<file path="src/core/dcpm_params.svh">
`ifndef DCPM_PARAMS_SVH
`define DCPM_PARAMS_SVH

// Configuration byte offsets.
`define DCPM_OFF_CAP_PTR 8'h34
`define DCPM_OFF_DOCK_CONTROL 8'h4c
`define DCPM_OFF_DOCK_STATUS 8'h4d
`define DCPM_OFF_POWER_CAP_ID 8'h50
`define DCPM_OFF_NEXT_CAP 8'h51
`define DCPM_OFF_POWER_CAP_LO 8'h52
`define DCPM_OFF_POWER_CAP_HI 8'h53

// Field positions.
`define DCPM_BIT_DOCK_ATTACH 0
`define DCPM_BIT_DOCK_MATED 0
`define DCPM_BIT_DOCKING_SUPPORTED 7

// Reset and hardwired values.
`define DCPM_RST_DOCK_CONTROL 8'h00
`define DCPM_RST_DOCK_STATUS 8'h80
`define DCPM_VAL_CAP_PTR 8'h50
`define DCPM_VAL_POWER_CAP_ID 8'h01
`define DCPM_VAL_NEXT_CAP 8'h70
`define DCPM_VAL_PME_SUPPORT 5'h09
`define DCPM_VAL_CAP_VERSION 3'h2
`define DCPM_VAL_POWER_CAP 16'h4802

// Dock pin sequencing.
`define DCPM_CLK_NS 40
`define DCPM_STEP_NS 1000
`define DCPM_STEP_CYC ((`DCPM_STEP_NS + `DCPM_CLK_NS - 1) / `DCPM_CLK_NS)

`endif

</file>
<file path="src/core/dcpm_pkg.sv">
package dcpm_pkg;

  typedef enum logic [2:0] {
    SEQ_UNDOCKED,
    SEQ_EN_WAIT,
    SEQ_RST_WAIT,
    SEQ_DOCKED,
    SEQ_URST_WAIT,
    SEQ_UEN_WAIT
  } dcpm_seq_e;

  typedef struct packed {
    logic rd;
    logic wr;
    logic [7:0] addr;
    logic [7:0] wdata;
  } dcpm_cfg_req_s;

  typedef struct packed {
    logic dock_enable_n;
    logic dock_reset_n;
  } dcpm_dock_pins_s;

  typedef logic [7:0] dcpm_cnt_t;

endpackage

</file>
<file path="src/core/dcpm_regs.sv">
`timescale 1ns/10ps
`include "dcpm_params.svh"

module dcpm_regs
  import dcpm_pkg::*;
(
  input wire logic clk_sys_in,
  input wire logic rst_in,
  input wire logic controller_reset_n_in,
  input dcpm_cfg_req_s cfg_req_in,
  output logic [7:0] cfg_rdata_out,
  output logic cfg_ack_out,
  output dcpm_dock_pins_s dock_pins_out,
  output logic dock_mated_out
);

  function automatic logic hit(input logic [7:0] addr, input logic [7:0] off);
    hit = (addr == off);
  endfunction

  logic dock_attach_reg;
  logic dock_attach_next;
  logic docking_supported_reg;
  logic docking_supported_next;
  logic ds_written_reg;
  logic ds_written_next;
  logic [7:0] rdata_reg;
  logic [7:0] rdata_next;
  logic ack_reg;
  wire logic ctl_clear;
  wire logic wr_control;
  wire logic wr_status;
  wire logic dock_mated;
  wire logic seq_busy;
  wire logic [15:0] power_caps;
  wire logic addr_mapped;
  logic [6:0] seq_age_reg;
  logic [6:0] seq_age_next;

  assign ctl_clear = !controller_reset_n_in;
  assign wr_control = cfg_req_in.wr && hit(cfg_req_in.addr, `DCPM_OFF_DOCK_CONTROL);
  assign wr_status = cfg_req_in.wr && hit(cfg_req_in.addr, `DCPM_OFF_DOCK_STATUS);
  assign power_caps = {`DCPM_VAL_PME_SUPPORT, 8'h00, `DCPM_VAL_CAP_VERSION};

  // Any byte outside this list reads as zero and swallows writes.
  assign addr_mapped = hit(cfg_req_in.addr, `DCPM_OFF_CAP_PTR) || hit(cfg_req_in.addr, `DCPM_OFF_DOCK_CONTROL) ||
    hit(cfg_req_in.addr, `DCPM_OFF_DOCK_STATUS) || hit(cfg_req_in.addr, `DCPM_OFF_POWER_CAP_ID) ||
    hit(cfg_req_in.addr, `DCPM_OFF_NEXT_CAP) || hit(cfg_req_in.addr, `DCPM_OFF_POWER_CAP_LO) ||
    hit(cfg_req_in.addr, `DCPM_OFF_POWER_CAP_HI);

  // Writes only move the attach bit while docking is supported; a controller reset clears it regardless.
  assign dock_attach_next = ctl_clear ? 1'b0 :
    (wr_control && docking_supported_reg) ? cfg_req_in.wdata[`DCPM_BIT_DOCK_ATTACH] : dock_attach_reg;

  // Write-once bit: the controller reset does not touch it, so it lives on rst_in alone.
  assign docking_supported_next = (wr_status && !ds_written_reg) ?
    cfg_req_in.wdata[`DCPM_BIT_DOCKING_SUPPORTED] : docking_supported_reg;
  assign ds_written_next = ds_written_reg || wr_status;

  always_comb
  begin
    rdata_next = 8'h00;
    if (cfg_req_in.rd)
    begin
      case (cfg_req_in.addr)
        `DCPM_OFF_CAP_PTR: rdata_next = `DCPM_VAL_CAP_PTR;
        `DCPM_OFF_DOCK_CONTROL: rdata_next = {7'h00, dock_attach_reg};
        `DCPM_OFF_DOCK_STATUS: rdata_next = {docking_supported_reg, 6'h00, dock_mated};
        `DCPM_OFF_POWER_CAP_ID: rdata_next = `DCPM_VAL_POWER_CAP_ID;
        `DCPM_OFF_NEXT_CAP: rdata_next = `DCPM_VAL_NEXT_CAP;
        `DCPM_OFF_POWER_CAP_LO: rdata_next = power_caps[7:0];
        `DCPM_OFF_POWER_CAP_HI: rdata_next = power_caps[15:8];
        default: rdata_next = 8'h00;
      endcase
    end
  end

  always_ff @(posedge clk_sys_in or posedge rst_in)
  begin
    if (rst_in)
    begin
      docking_supported_reg <= 1'(`DCPM_RST_DOCK_STATUS >> `DCPM_BIT_DOCKING_SUPPORTED);
      ds_written_reg <= 1'b0;
    end
    else
    begin
      docking_supported_reg <= docking_supported_next;
      ds_written_reg <= ds_written_next;
    end
  end

  always_ff @(posedge clk_sys_in or posedge rst_in)
  begin
    if (rst_in)
    begin
      dock_attach_reg <= 1'b0;
      rdata_reg <= 8'h00;
      ack_reg <= 1'b0;
    end
    else
    begin
      dock_attach_reg <= dock_attach_next;
      rdata_reg <= rdata_next;
      ack_reg <= cfg_req_in.rd || cfg_req_in.wr;
    end
  end

  // Sequencer follows the attach level; a write that flips it mid-sequence is
  // honoured once the current sequence ends, which keeps the pins glitch free.
  dcpm_dock_seq u_seq (
    .clk_sys_in(clk_sys_in),
    .rst_in(rst_in),
    .ctl_clear_in(ctl_clear),
    .attach_in(dock_attach_reg),
    .pins_out(dock_pins_out),
    .mated_out(dock_mated),
    .busy_out(seq_busy)
  );

  assign cfg_rdata_out = rdata_reg;
  assign cfg_ack_out = ack_reg;
  assign dock_mated_out = dock_mated;

  // Age of the running dock or undock sequence, saturating. It bounds the
  // sequence length far more cheaply than a long repeated check would.
  assign seq_age_next = !seq_busy ? 7'h00 :
    (seq_age_reg == 7'h7f) ? seq_age_reg : seq_age_reg + 7'h01;

  always_ff @(posedge clk_sys_in or posedge rst_in)
  begin
    if (rst_in)
    begin
      seq_age_reg <= 7'h00;
    end
    else
    begin
      seq_age_reg <= seq_age_next;
    end
  end
endmodule // dcpm_regs

</file>
<file path="src/core/dcpm_dock_seq.sv">
`timescale 1ns/10ps
`include "dcpm_params.svh"

module dcpm_dock_seq
  import dcpm_pkg::*;
(
  input wire logic clk_sys_in,
  input wire logic rst_in,
  input wire logic ctl_clear_in,
  input wire logic attach_in,
  output dcpm_dock_pins_s pins_out,
  output logic mated_out,
  output logic busy_out
);

  localparam dcpm_cnt_t STEP = dcpm_cnt_t'(`DCPM_STEP_CYC);

  dcpm_seq_e state_reg;
  dcpm_seq_e state_next;
  dcpm_cnt_t cnt_reg;
  dcpm_cnt_t cnt_next;
  dcpm_dock_pins_s pins_reg;
  dcpm_dock_pins_s pins_next;
  logic mated_reg;
  logic mated_next;
  wire logic cnt_done;

  assign cnt_done = (cnt_reg == 8'h00);

  always_comb
  begin
    state_next = state_reg;
    cnt_next = cnt_done ? cnt_reg : cnt_reg - 8'h01;
    pins_next = pins_reg;
    mated_next = mated_reg;
    case (state_reg)
      SEQ_UNDOCKED:
      begin
        if (attach_in)
        begin
          // Enable goes active first while reset still holds the codec.
          state_next = SEQ_EN_WAIT;
          pins_next.dock_enable_n = 1'b0;
          cnt_next = STEP;
        end
      end
      SEQ_EN_WAIT:
      begin
        if (cnt_done)
        begin
          state_next = SEQ_RST_WAIT;
          pins_next.dock_reset_n = 1'b1;
          cnt_next = STEP;
        end
      end
      SEQ_RST_WAIT:
      begin
        if (cnt_done)
        begin
          state_next = SEQ_DOCKED;
          mated_next = 1'b1;
        end
      end
      SEQ_DOCKED:
      begin
        if (!attach_in)
        begin
          state_next = SEQ_URST_WAIT;
          pins_next.dock_reset_n = 1'b0;
          cnt_next = STEP;
        end
      end
      SEQ_URST_WAIT:
      begin
        if (cnt_done)
        begin
          state_next = SEQ_UEN_WAIT;
          pins_next.dock_enable_n = 1'b1;
          cnt_next = STEP;
        end
      end
      SEQ_UEN_WAIT:
      begin
        if (cnt_done)
        begin
          state_next = SEQ_UNDOCKED;
          mated_next = 1'b0;
        end
      end
      default:
      begin
        state_next = SEQ_UNDOCKED;
      end
    endcase
    // A controller reset drops the link to the idle undocked pin state at once.
    if (ctl_clear_in)
    begin
      state_next = SEQ_UNDOCKED;
      cnt_next = 8'h00;
      pins_next.dock_enable_n = 1'b1;
      pins_next.dock_reset_n = 1'b0;
      mated_next = 1'b0;
    end
  end

  always_ff @(posedge clk_sys_in or posedge rst_in)
  begin
    if (rst_in)
    begin
      state_reg <= SEQ_UNDOCKED;
      cnt_reg <= 8'h00;
      pins_reg <= '{dock_enable_n: 1'b1, dock_reset_n: 1'b0};
      mated_reg <= 1'b0;
    end
    else
    begin
      state_reg <= state_next;
      cnt_reg <= cnt_next;
      pins_reg <= pins_next;
      mated_reg <= mated_next;
    end
  end

  assign pins_out = pins_reg;
  assign mated_out = mated_reg;
  assign busy_out = (state_reg != SEQ_UNDOCKED) && (state_reg != SEQ_DOCKED);

endmodule // dcpm_dock_seq

</file>
<file path="config.mk">
export PLATFORM = sky130hd
export DESIGN_NAME = dcpm_regs
export DESIGN_NICKNAME = d
export VERILOG_FILES = /design/src/core/dcpm_pkg.sv /design/src/core/dcpm_regs.sv /design/src/core/dcpm_dock_seq.sv
export VERILOG_INCLUDE_DIRS = /design/src /design/src/core
export SDC_FILE = /design/constraint.sdc
export NUM_CORES = 1
export LEC_CHECK = 0
export ABC_AREA = 1
export BUFFER_PORTS_ARGS = -buffer_cell sky130_fd_sc_hd__buf_2
export CORE_MARGIN = 4
export CORE_UTILIZATION = 58
export DETAILED_ROUTE_END_ITERATION = 12
export HOLD_SLACK_MARGIN = 0.02
export PLACE_DENSITY = 0.84
export SKIP_LAST_GASP = 1
export SYNTH_ARGS = -nofsm -noshare
export SYNTH_HDL_FRONTEND = slang
export SYNTH_HIERARCHICAL = 1
export SYNTH_SLANG_ARGS = --single-unit
</file>
<file path="constraint.sdc">
create_clock -name clk_sys_in -period 4.55 [get_ports clk_sys_in]
set_input_delay 0.91 -clock clk_sys_in [delete_from_list [all_inputs] [get_ports clk_sys_in]]
set_output_delay 0.91 -clock clk_sys_in [all_outputs]
set_load 0.005 [all_outputs]
</file>
# [Word-level counts from Yosys, hierarchy flattened]
# Index checks and enable logic that the tools add are counted.
[totals] reg_bits=26 inputBits=21 out_inout_bits=12 elab_cells=74
[op_classes] n_addsub=1 n_eq_ne=22 muxes=27 n_reduce_logical=14
[ops] operator="$pmux 8 s7" n=1
[ops] operator="$eq 8x7->1 const B" n=6
[ops] operator="$mux 8" n=6
[ops] operator="$pmux 8 s3" n=1
[ops] operator="$mux 3" n=7
[ops] operator="$pmux 3 s6" n=1
[ops] operator="$ne 3x2->1 const B" n=4
[ops] operator="$ne 3x1->1 const B" n=3
[ops] operator="$reduce_and 3->1" n=3
[ops] operator="$eq 8x6->1 const B" n=1
[ops] operator="$logic_not 8->1" n=1
[ops] operator="$sub 8x1->8 const B" n=1
[ops] operator="$mux 1" n=7
[ops] operator="$eq 3x2->1 const B" n=2
[ops] operator="$eq 3x3->1 const B" n=2
[ops] operator="$ne 3x3->1 const B" n=2
[ops] operator="$pmux 1 s2" n=3
[ops] operator="$reduce_and 6->1" n=1
[ops] operator="$logic_and 1x1->1" n=4
[ops] operator="$eq 3x1->1 const B" n=1
[ops] operator="$logic_not 3->1" n=1
[ops] operator="$logic_or 1x1->1" n=2
[ops] operator="$mux 2" n=1
[ops] operator="$ne 2x1->1 const B" n=1
[ops] operator="other kinds (2)" n=2

# [Depth between registers and ports, before layout]
# Gate-level depths: netlist of run 1.
[logic_depth] ltp_word=5 mapped_depth=10 ltp_nobuf=10

# [Hierarchy]
# The synthesis of run 1 kept the hierarchy.
[by_module_without_submodules] mod="dcpm_dock_seq" n_inst=1 cells_per_inst=132 area_per_inst_um2=930.9 seq_area_each_um2=351.6
[by_module_without_submodules] mod="dcpm_regs" n_inst=1 cells_per_inst=80 area_per_inst_um2=595.6 seq_area_each_um2=276.5

# [Worst setup path after synthesis of run 1]
# Ideal clock, no wire load.
[synth_timing] path_type="input port to flip-flop" from="input port cfg_req_in[15] (netlist bit)" to="register docking_supported_reg" setup_ps=60 t_arrival_ps=1452 required_time_ps=4490 setup_slack_ps=3038 path_stages=7 n_path_buf=0 path_cell_list="inv_1 -> nand2_1 -> nor2_2 -> nand3_2 -> nor2_1 -> nand2_1 -> nand2_1"
[synth_between] elab_chain_len=3
[synth_rtl] element="start, declared" line="dcpm_regs.sv:10" source="input dcpm_cfg_req_s cfg_req_in,"
[synth_rtl] element="$eq 8x7->1" line="dcpm_regs.sv:18" source="hit = (addr == off);"
[synth_rtl] element="$logic_and 1x1->1" line="dcpm_regs.sv:42" source="assign wr_status = cfg_req_in.wr && hit(cfg_req_in.addr, `DCPM_OFF_DOCK_STATUS);"
[synth_rtl] element="$logic_and 1x1->1" line="dcpm_regs.sv:56" source="assign docking_supported_next = (wr_status && !ds_written_reg) ?"
[synth_rtl] element="end signal, assigned" line="dcpm_regs.sv:82" source="docking_supported_reg <= 1'(`DCPM_RST_DOCK_STATUS >> `DCPM_BIT_DOCKING_SUPPORTED);"
[synth_rtl] element="end signal, assigned" line="dcpm_regs.sv:87" source="docking_supported_reg <= docking_supported_next;"
[synth_rtl] element="end, declared" line="dcpm_regs.sv:23" source="logic docking_supported_reg;"
# Every way passes these cells.
# A chain may end at the register's enable or synchronous reset.

# [Worst setup path in the final report of run 1]
[layout_timing] from="register u_seq.pins_reg, in the netlist u_seq/pins_out[1]" to="output port dock_pins_out[1] (netlist bit)"
[layout_rtl] element="start, declared" line="dcpm_dock_seq.sv:22" source="dcpm_dock_pins_s pins_reg;"
[layout_rtl] element="start signal, assigned" line="dcpm_dock_seq.sv:112" source="pins_reg <= '{dock_enable_n: 1'b1, dock_reset_n: 1'b0};"
[layout_rtl] element="start signal, assigned" line="dcpm_dock_seq.sv:119" source="pins_reg <= pins_next;"
[layout_rtl] element="end, declared" line="dcpm_regs.sv:13" source="output dcpm_dock_pins_s dock_pins_out,"
# No word-level cell between the ends.

==> reports/metrics.cfg, run 1 <==
[status]
status=completed

[timing]
slew_headroom=0.6287
slew_viol_final=0
hold_viol=0
fmaxAchievable_ghz=0.5313
hold_ws_ns=0.5062
worstMarginPinSlew_ns=0.5564
rsz0062_at_grt=false
min_period_over_period=0.4136
setup_violations=0
layout_setup_ws_ns=2.668
fin_worst_skew_ns=0.002036
fin_tns_setup_ns=0
min_period_ns=1.882

[clock_network]
clockBufferDepth=2
clk_latency_ns=0.31
cts_resized=0
hold_buffers=0
cts_buffers=3
root_buffer=clkbuf_4
htreeDepth=1
cts_tree=yes
cts_setup_buffers=0
clock_sinks=25
clk_pin_slew_ns=0.14

[grt]
grt_pass1_vias=1227
grt_max_degree=16
grt_pass1_wl_um=5037
gr-total-overflow=0
antenna_found_initial=0
grt_usage=0.1836

[final_layout]
final_cells=267
fill_cells=208
syn2layout_area_growth_pct=11.86
drive_above_1_share=0.2363
antenna_cells=0
largest_reg_flops=8
final_cell_mix=49 x nand2_1, 35 x inv_1, 25 x buf_2
final_nets=262
final_common_cell=nand2_1
fin_area_um2=1699
utilization=0.6859

[run]
maxCapViolations=0

[place]
place_congestion=0.8689
dp_slack_ns=2.620
place_area_um2=1669
dp_hpwl_um=2260
dp_cells=263
port_buffers=25

[critical_path]
timing.rr.end=u_seq/cnt_reg[0]
cp_num_buf_inv=1
cp_top_family=flip-flops
cp_slowest_cell=dfstp_2
worstPathMaxFanout=2
cp_data_required_time_ns=3.64
reg2reg_from=u_seq/cnt_reg[0]
critPathKind=reg2out
crit_path_cell_trace=buf_2
reg2reg_depth=10
endpoint_kind=output port
slowest_delay_ns=0.55
reg2reg_slack_ns=2.96
startpoint_type=flip-flop
cp.arrival_ns=0.97

[floorplan]
dieArea_um2=3502
rows=18
die_width_um=59.18
dieHeight_um=59.18
core_um2=2477
io_pins=33
initial_utilization=0.6131

[synth]
syn_nets=234
synth_warnings=6
syn_area_um2=1519
syn_inst=210
synth_area_per_cell_um2=7.233

[power]
power_uw=642.7
switching_share=0.4000
p_comb_frac=0.409
cellLeakagePower_nw=0.9841
seqPwrFrac=0.433
intPower_uw=385.6
power_switching_uw=257.1
max-vdd-ir-drop_mv=0.2640
pwr_density_cell_nw_per_um2=378.2
power_frac_clock=0.158

[drt]
via_per_inst=4.884
wl_per_cell_um=10.64
routed_wl_um=2842
drtIter0Drc=57
vias=1304
drc=0
firstDrtPassIters=4
antenna_left=0

[worst_hold_path]
min_path_cells=2
holdCritPathClass=reg2reg
hold_start=ds_written_reg
min_to=ds_written_reg

## worst min-delay path, cell delays in order (launching register included)
cell,delay (ns)
dfrtp_1,0.39
inv_1,0.05
nand2_1,0.05
## routing by layer
metal	vias up	global-route usage	wire (um)
met5	-	0	0
met2	29	0.3044	1313
met4	0	0.04854	20
met3	2	0.02614	134
li1	701	-	-
met1	572	0.2514	1374
## power groups by stage
stage / combinational (mW) / clock (mW) / sequential [mW]
after global routing: 0.309 / 0.115 / 0.282
final: 0.263 / 0.102 / 0.278
after CTS: 0.265 / 0.104 / 0.278
after global placement: 0.256 / 0 / 0.282
after floorplan: 0.215 / 0 / 0.277
after detailed placement: 0.263 / 0 / 0.283
## cell type report
| class | count | area (um^2) | area share |
|---|---|---|---|
| clock buffer | 3 | 22.52 | 0.01325 |
| clock inverter | 1 | 7.507 | 0.004418 |
| inverter | 40 | 150.1 | 0.08837 |
| multi-input combinational | 143 | 728.2 | 0.4286 |
| sequential | 25 | 628.1 | 0.3697 |
| tap | 30 | 37.54 | 0.02209 |
| timing repair buffer | 25 | 125.1 | 0.07364 |
## worst max-delay path by stage
stage	startpoint	end	slack, ns	cells after the start
global placement	controller_reset_n_in	u_seq/cnt_reg[7]	2.64	7
global route	u_seq/pins_out[1]	dock_pins_out[1]	2.62	1
detailed placement	controller_reset_n_in	u_seq/cnt_reg[5]	2.62	7
floorplan	cfg_req_in[15]	docking_supported_reg	3.04	7
finish	u_seq/pins_out[1]	dock_pins_out[1]	2.67	1
CTS	u_seq/pins_out[1]	dock_pins_out[1]	2.66	1
Power figures use the tool's default switching activity.
==> inputs of run 2 (changes only) <==
--- a/config.mk
+++ b/config.mk
@@ -9,10 +9,10 @@
 export ABC_AREA = 1
 export BUFFER_PORTS_ARGS = -buffer_cell sky130_fd_sc_hd__buf_2
 export CORE_MARGIN = 4
-export CORE_UTILIZATION = 58
+export CORE_UTILIZATION = 54
 export DETAILED_ROUTE_END_ITERATION = 12
 export HOLD_SLACK_MARGIN = 0.02
-export PLACE_DENSITY = 0.84
+export PLACE_DENSITY = 0.79
 export SKIP_LAST_GASP = 1
 export SYNTH_ARGS = -nofsm -noshare
 export SYNTH_HDL_FRONTEND = slang
==> constraint.sdc (replaced) <==
create_clock -name clk_sys_in -period 1.75 [get_ports clk_sys_in]
set_input_delay 0.35 -clock clk_sys_in [delete_from_list [all_inputs] [get_ports clk_sys_in]]
set_output_delay 0.35 -clock clk_sys_in [all_outputs]
set_load 0.005 [all_outputs]
==> run 2 against run 1 <==
Effect of this change:
- setup slack lost 2.5 ns
- critical endpoint is now u_seq/cnt_reg[0]
- core utilization decreased by 1.4 points
- register-to-register slack lost 2.8 ns
- clock skew increased by 0.0060 ns
- sequential share of layout area is 0.54 points lower
- cell count rose by 1.1%
- non-clock buffer count is 3 higher
- power grew to 2.6 times the previous value
- count of clock-buffer cells in the layout is the same
- clock power rose to 2.6 times the previous value
- first-iteration DRC count is 26% lower
- critical path depth rose by 9
==> reports/metrics.cfg, run 2 (same netlist as run 1, synthesis figures left out) <==
[critical_path]
reg2reg_slack_ns=0.17  ; -2.79 ns
crit_path_cell_trace=inv_1, ha_1, inv_1, nor2_1, nand2_2, ha_1, nand2_1, o211ai_1, nand2_1, inv_1
cp_common_cell=inv_1
cp_slowest_cell=dfrtp_1
worstPathMaxFanout=8  ; +6
cp.arrival_ns=1.82  ; +0.85 ns
cp_data_required_time_ns=1.99  ; -1.65 ns
cp_top_family=adder cells
slowest_delay_ns=0.42  ; -0.13 ns
startpoint_type=flip-flop
cp_num_buf_inv=3  ; +2
critPathKind=reg2reg
endpoint_kind=flip-flop

[timing]
setup_violations=0  ; unchanged
worstMarginPinSlew_ns=0.5537  ; -0.002726 ns
slew_headroom=0.6305  ; +0.001820
min_period_over_period=0.9057
rsz0062_at_grt=false
fin_worst_skew_ns=0.008018  ; +0.005982 ns
hold_viol=0  ; unchanged
min_period_ns=1.585
hold_ws_ns=0.1903  ; -0.3159 ns
slew_viol_final=0  ; unchanged
fin_tns_setup_ns=0  ; unchanged
fmaxAchievable_ghz=0.6310

[final_layout]
fill_cells=227  ; +9.1%
final_cell_mix=49 x nand2_1, 35 x inv_1, 25 x buf_2
final_common_cell=nand2_1
antenna_cells=0  ; unchanged
final_nets=265  ; +1.1%
syn2layout_area_growth_pct=13.51
largest_reg_flops=8  ; unchanged
drive_above_1_share=0.2417  ; +0.005380

[drt]
firstDrtPassIters=4  ; unchanged
drc=0  ; unchanged
routed_wl_um=2896  ; +1.9%
via_per_inst=4.911  ; +0.56%
wl_per_cell_um=10.73  ; +0.77%
antenna_left=0  ; unchanged
drtIter0Drc=42  ; -26%
vias=1326  ; +1.7%

[clock_network]
htreeDepth=1  ; unchanged
clk_pin_slew_ns=0.14  ; about the same
root_buffer=clkbuf_4
cts_resized=0  ; unchanged
clock_sinks=25  ; unchanged
cts_buffers=3  ; unchanged
clockBufferDepth=2  ; unchanged
clk_latency_ns=0.33  ; +0.02 ns
cts_tree=yes

[floorplan]
initial_utilization=0.5916  ; -0.02151
io_pins=33  ; unchanged
die_width_um=61.04  ; +3.1%
core_um2=2567  ; +3.6%
dieHeight_um=61.04  ; +3.1%
dieArea_um2=3725  ; +6.4%
rows=18  ; unchanged

[grt]
antenna_found_initial=0  ; unchanged
grt_usage=0.1777  ; -0.005916
grt_pass1_vias=1172  ; -4.5%
grt_max_degree=16  ; unchanged
gr-total-overflow=0  ; unchanged
grt_pass1_wl_um=4981  ; -1.1%

[power]
cellLeakagePower_nw=0.9983  ; +1.4%
max-vdd-ir-drop_mv=0.8869  ; +240%
pwr_density_cell_nw_per_um2=984.5  ; +160%

[run]
maxCapViolations=0  ; unchanged

[place]
place_congestion=0.8484  ; -2.4%
port_buffers=25  ; unchanged
dp_hpwl_um=2255  ; -0.23%

[status]
status=completed

[worst_hold_path]
holdCritPathClass=in2reg

-- run 2: cell count changes in the layout (fill, tap and decap cells not counted), sizes merged --
| cell | delta |
|---|---|
| buf | +2 |
| dlygate4sd3 | +1 |
-- run 2: through the flow --
step	utilization	worst slack, ns	area, um^2	power, mW	std cells
after global placement	0.6559	0.1977	1684	1.428	265
after detailed placement	0.6559	0.1756	1684	1.440	265
after global routing	0.6715	0.0007798	1724	1.866	270
after CTS	0.6715	0.1529	1724	1.716	270
after floorplan	-	0.2824	1519	1.279	210
final	0.6715	0.1651	1724	1.697	270
-- run 2: worst min-delay path, cell delays in order --
cell and delay [ns]:
buf_2 0.09, nand2_1 0.05, nand2_1 0.04
-- run 2: final timing paths --
| check | from | endpoint | cells after the start |
|---|---|---|---|
| worst min register to register | docking_supported_reg | docking_supported_reg | 2 |
| max in group asynchronous | rst_in | u_seq/pins_out[1] | 3 |
| worst max register to register | u_seq/cnt_reg[0] | u_seq/cnt_reg[0] | 10 |
| worst max-delay path | u_seq/cnt_reg[0] | u_seq/cnt_reg[0] | 10 |
| min in group asynchronous | rst_in | cfg_rdata_out[0] | 3 |
| worst min-delay path | cfg_req_in[7] | docking_supported_reg | 3 |
-- run 2: metal layers --
| metal | global-route usage | routed length [um] | vias up |
|---|---|---|---|
| met5 | 0 | 0 | - |
| met4 | 0.08359 | 63 | 0 |
| met3 | 0.02516 | 138 | 5 |
| met2 | 0.2689 | 1264 | 31 |
| met1 | 0.2507 | 1429 | 583 |
| li1 | - | - | 707 |
-- run 2: power by group --
group	internal [mW]	switching [mW]	leakage [nW]
combinational	0.283	0.424	0.658
sequential	0.655	0.0690	0.327
clock	0.0876	0.179	0.0139
total	1.03	0.672	0.998
-- run 2: area by class of cell --
type                       instances  area, um^2  area share
multi-input combinational        143       728.2      0.4224
sequential                        25       628.1      0.3643
timing repair buffer              28       150.1     0.08708
inverter                          40       150.1     0.08708
tap                               30       37.54     0.02177
clock buffer                       3       22.52     0.01306
clock inverter                     1       7.507    0.004354
-- run 2: what timing repair did --
| item | CTS | global route |
|---|---|---|
| setup buffers | 0 | 0 |
| hold buffers | 1 | 0 |
| hold endpoints to repair | 10 | 0 |
==> inputs of run 3 (changes only) <==
--- a/config.mk
+++ b/config.mk
@@ -13,6 +13,8 @@
 export DETAILED_ROUTE_END_ITERATION = 12
 export HOLD_SLACK_MARGIN = 0.02
 export PLACE_DENSITY = 0.79
+export REMOVE_ABC_BUFFERS = 1
+export SKIP_CTS_REPAIR_TIMING = 1
 export SKIP_LAST_GASP = 1
 export SYNTH_ARGS = -nofsm -noshare
 export SYNTH_HDL_FRONTEND = slang
==> run 3 against run 2 <==
Effect of this change:
- critical path type unchanged
- core utilization down 0.49 points
- wire length up 2.5%
- via count down 0.83%
- fmax down 1.4%
- critical endpoint unchanged
- count of clock-buffer cells in the layout unchanged
- non-clock buffer count down 1
- hold slack worse by 0.17 ns
- sequential share of layout area up 0.27 points
==> reports/metrics.cfg, run 3 (same netlist as run 1, synthesis figures left out) <==
[timing]
rsz0062_at_grt=false
fin_tns_setup_ns=0  ; unchanged
min_period_over_period=0.9185  ; +0.01289
fin_worst_skew_ns=0.004287  ; -0.003731 ns
worstMarginPinSlew_ns=0.5600  ; +0.006390 ns
slew_headroom=0.6262  ; -0.004265
hold_viol=0  ; unchanged
min_period_ns=1.607  ; +0.02255 ns
setup_violations=0  ; unchanged
layout_setup_ws_ns=0.1425  ; -0.02255 ns
slew_viol_final=0  ; unchanged
fmaxAchievable_ghz=0.6221  ; -1.4%

[grt]
busiest_layer=met2
grt_use_met3=0.02516  ; unchanged
grt_max_degree=15  ; -1
grt_pass1_wl_um=5043  ; +1.2%
grtUsageMet2=0.2976  ; +0.02870
antenna_found_initial=0  ; unchanged
grt_pass1_vias=1240  ; +5.8%
grt_usage=0.1782  ; +0.0005145
grt_util_met1=0.2391  ; -0.01156
gr-total-overflow=0  ; unchanged

[final_layout]
final_nets=264  ; -0.38%
multi_input_comb_area_um2=728.2  ; unchanged
drive_above_1_share=0.2427  ; +0.001011
syn2layout_area_growth_pct=12.69
final_cell_mix=49 x nand2_1, 35 x inv_1, 25 x buf_2
antenna_cells=0  ; unchanged
largest_reg_flops=8  ; unchanged
final_common_cell=nand2_1
utilization=0.6667  ; -0.004873
fill_cells=245  ; +7.9%
seqCellArea_um2=628.1  ; unchanged

[critical_path]
worstPathMaxFanout=8  ; unchanged
timing.rr.end=u_seq/cnt_reg[0]
cp_data_required_time_ns=1.97  ; -0.02 ns
endpoint_kind=flip-flop
startpoint_type=flip-flop
reg2reg_depth=10  ; unchanged
cp.arrival_ns=1.83  ; about the same
reg2reg_from=u_seq/cnt_reg[1]
reg2reg_slack_ns=0.14  ; -0.02 ns
critPathKind=reg2reg

[clock_network]
clk_latency_ns=0.31  ; -0.02 ns
clock_sinks=25  ; unchanged
clk_pin_slew_ns=0.14  ; about the same
htreeDepth=1  ; unchanged
clockBufferDepth=2  ; unchanged
root_buffer=clkbuf_4
cts_tree=yes
cts_buffers=3  ; unchanged

[power]
seqPwrFrac=0.423  ; -0.003
cellLeakagePower_nw=0.9979  ; about the same
max-vdd-ir-drop_mv=0.9317  ; +5.1%
intPower_mw=1.023  ; -0.28%
power_frac_clock=0.149  ; -0.008
power_mw=1.712  ; +0.85%
power_switching_uw=689.4  ; +2.6%
switching_share=0.4027  ; +0.006776
p_comb_frac=0.428  ; +0.011
pwr_density_cell_nw_per_um2=1000  ; +1.6%

[run]
maxCapViolations=0  ; unchanged

[drt]
vias=1315  ; -0.83%
firstDrtPassIters=4  ; unchanged
via_per_inst=4.888  ; -0.46%
antenna_left=0  ; unchanged
routed_wl_um=2967  ; +2.5%
wl_per_cell_um=11.03  ; +2.8%
drtIter0Drc=41  ; -2.4%
drc=0  ; unchanged

[floorplan]
core_um2=2567  ; unchanged
die_width_um=61.04  ; unchanged
io_pins=33  ; unchanged
dieHeight_um=61.04  ; unchanged
dieArea_um2=3725  ; unchanged
rows=18  ; unchanged
initial_utilization=0.5916  ; unchanged

[place]
port_buffers=25  ; unchanged
dp_hpwl_um=2342  ; +3.9%
place_congestion=0.8603  ; +1.4%
dp_slack_ns=0.1633  ; -0.01226 ns

[worst_hold_path]
holdCritPathClass=in2async

[status]
status=completed

run 3: cell count changes in the layout (fill, tap and decap cells not counted):
cell | before | now
clkinv_2 | 0 | 1
clkinvlp_4 | 1 | 0
dlygate4sd3_1 | 1 | 0
run 3: worst max path at each step:
| stage | from | endpoint | slack, ns |
|---|---|---|---|
| after floorplan | u_seq/cnt_reg[0] | u_seq/cnt_reg[0] | 0.28 |
| after global placement | u_seq/cnt_reg[0] | u_seq/cnt_reg[0] | 0.21 |
| after detailed placement | u_seq/cnt_reg[1] | u_seq/cnt_reg[0] | 0.16 |
| after CTS | u_seq/cnt_reg[1] | u_seq/cnt_reg[0] | 0.14 |
| after global routing | u_seq/cnt_reg[0] | u_seq/cnt_reg[0] | 0.04 |
| final | u_seq/cnt_reg[1] | u_seq/cnt_reg[0] | 0.14 |
run 3: worst max-delay path: stages (launching register included):
cell      delay, ns
dfrtp_1        0.42
inv_1          0.08
ha_1           0.16
inv_1          0.04
nor2_1         0.12
nand2_2        0.14
ha_1           0.30
nand2_1        0.07
o211ai_1       0.08
nand2_1        0.07
inv_1          0.04
run 3: per-layer routing:
metal,routed length [um],share of wire,vias up
met3,127,0.043,4
met1,1448,0.49,578
met5,0,0,-
met4,22,0.0074,0
met2,1369,0.46,24
li1,-,-,709
run 3: layout make-up:
class / instances / share of cell area
Clock buffer: 3 / 0.01316
Clock inverter: 1 / 0.002924
Tap cell: 30 / 0.02193
Sequential cell: 25 / 0.3670
Inverter: 40 / 0.08772
Multi-Input combinational cell: 143 / 0.4254
Timing Repair Buffer: 27 / 0.08187
run 3: power groups by stage:
stage | registers, mW | logic [mW] | clock network, mW
after CTS | 0.722 | 0.729 | 0.266
after floorplan | 0.719 | 0.557 | 0
after detailed placement | 0.734 | 0.722 | 0
final | 0.724 | 0.732 | 0.256
after global routing | 0.734 | 0.848 | 0.292
after global placement | 0.732 | 0.700 | 0
run 3: stage by stage:
step | instance area [um^2] | hold WS [ns] | cells
3_3_place_gp | 1684 | 0.3713 | 265
6_report | 1712 | 0.01546 | 269
5_1_grt | 1712 | 0.02604 | 269
4_1_cts | 1712 | 0.02636 | 269
2_1_floorplan | 1506 | 0.2017 | 208
3_5_place_dp | 1684 | 0.3871 | 265
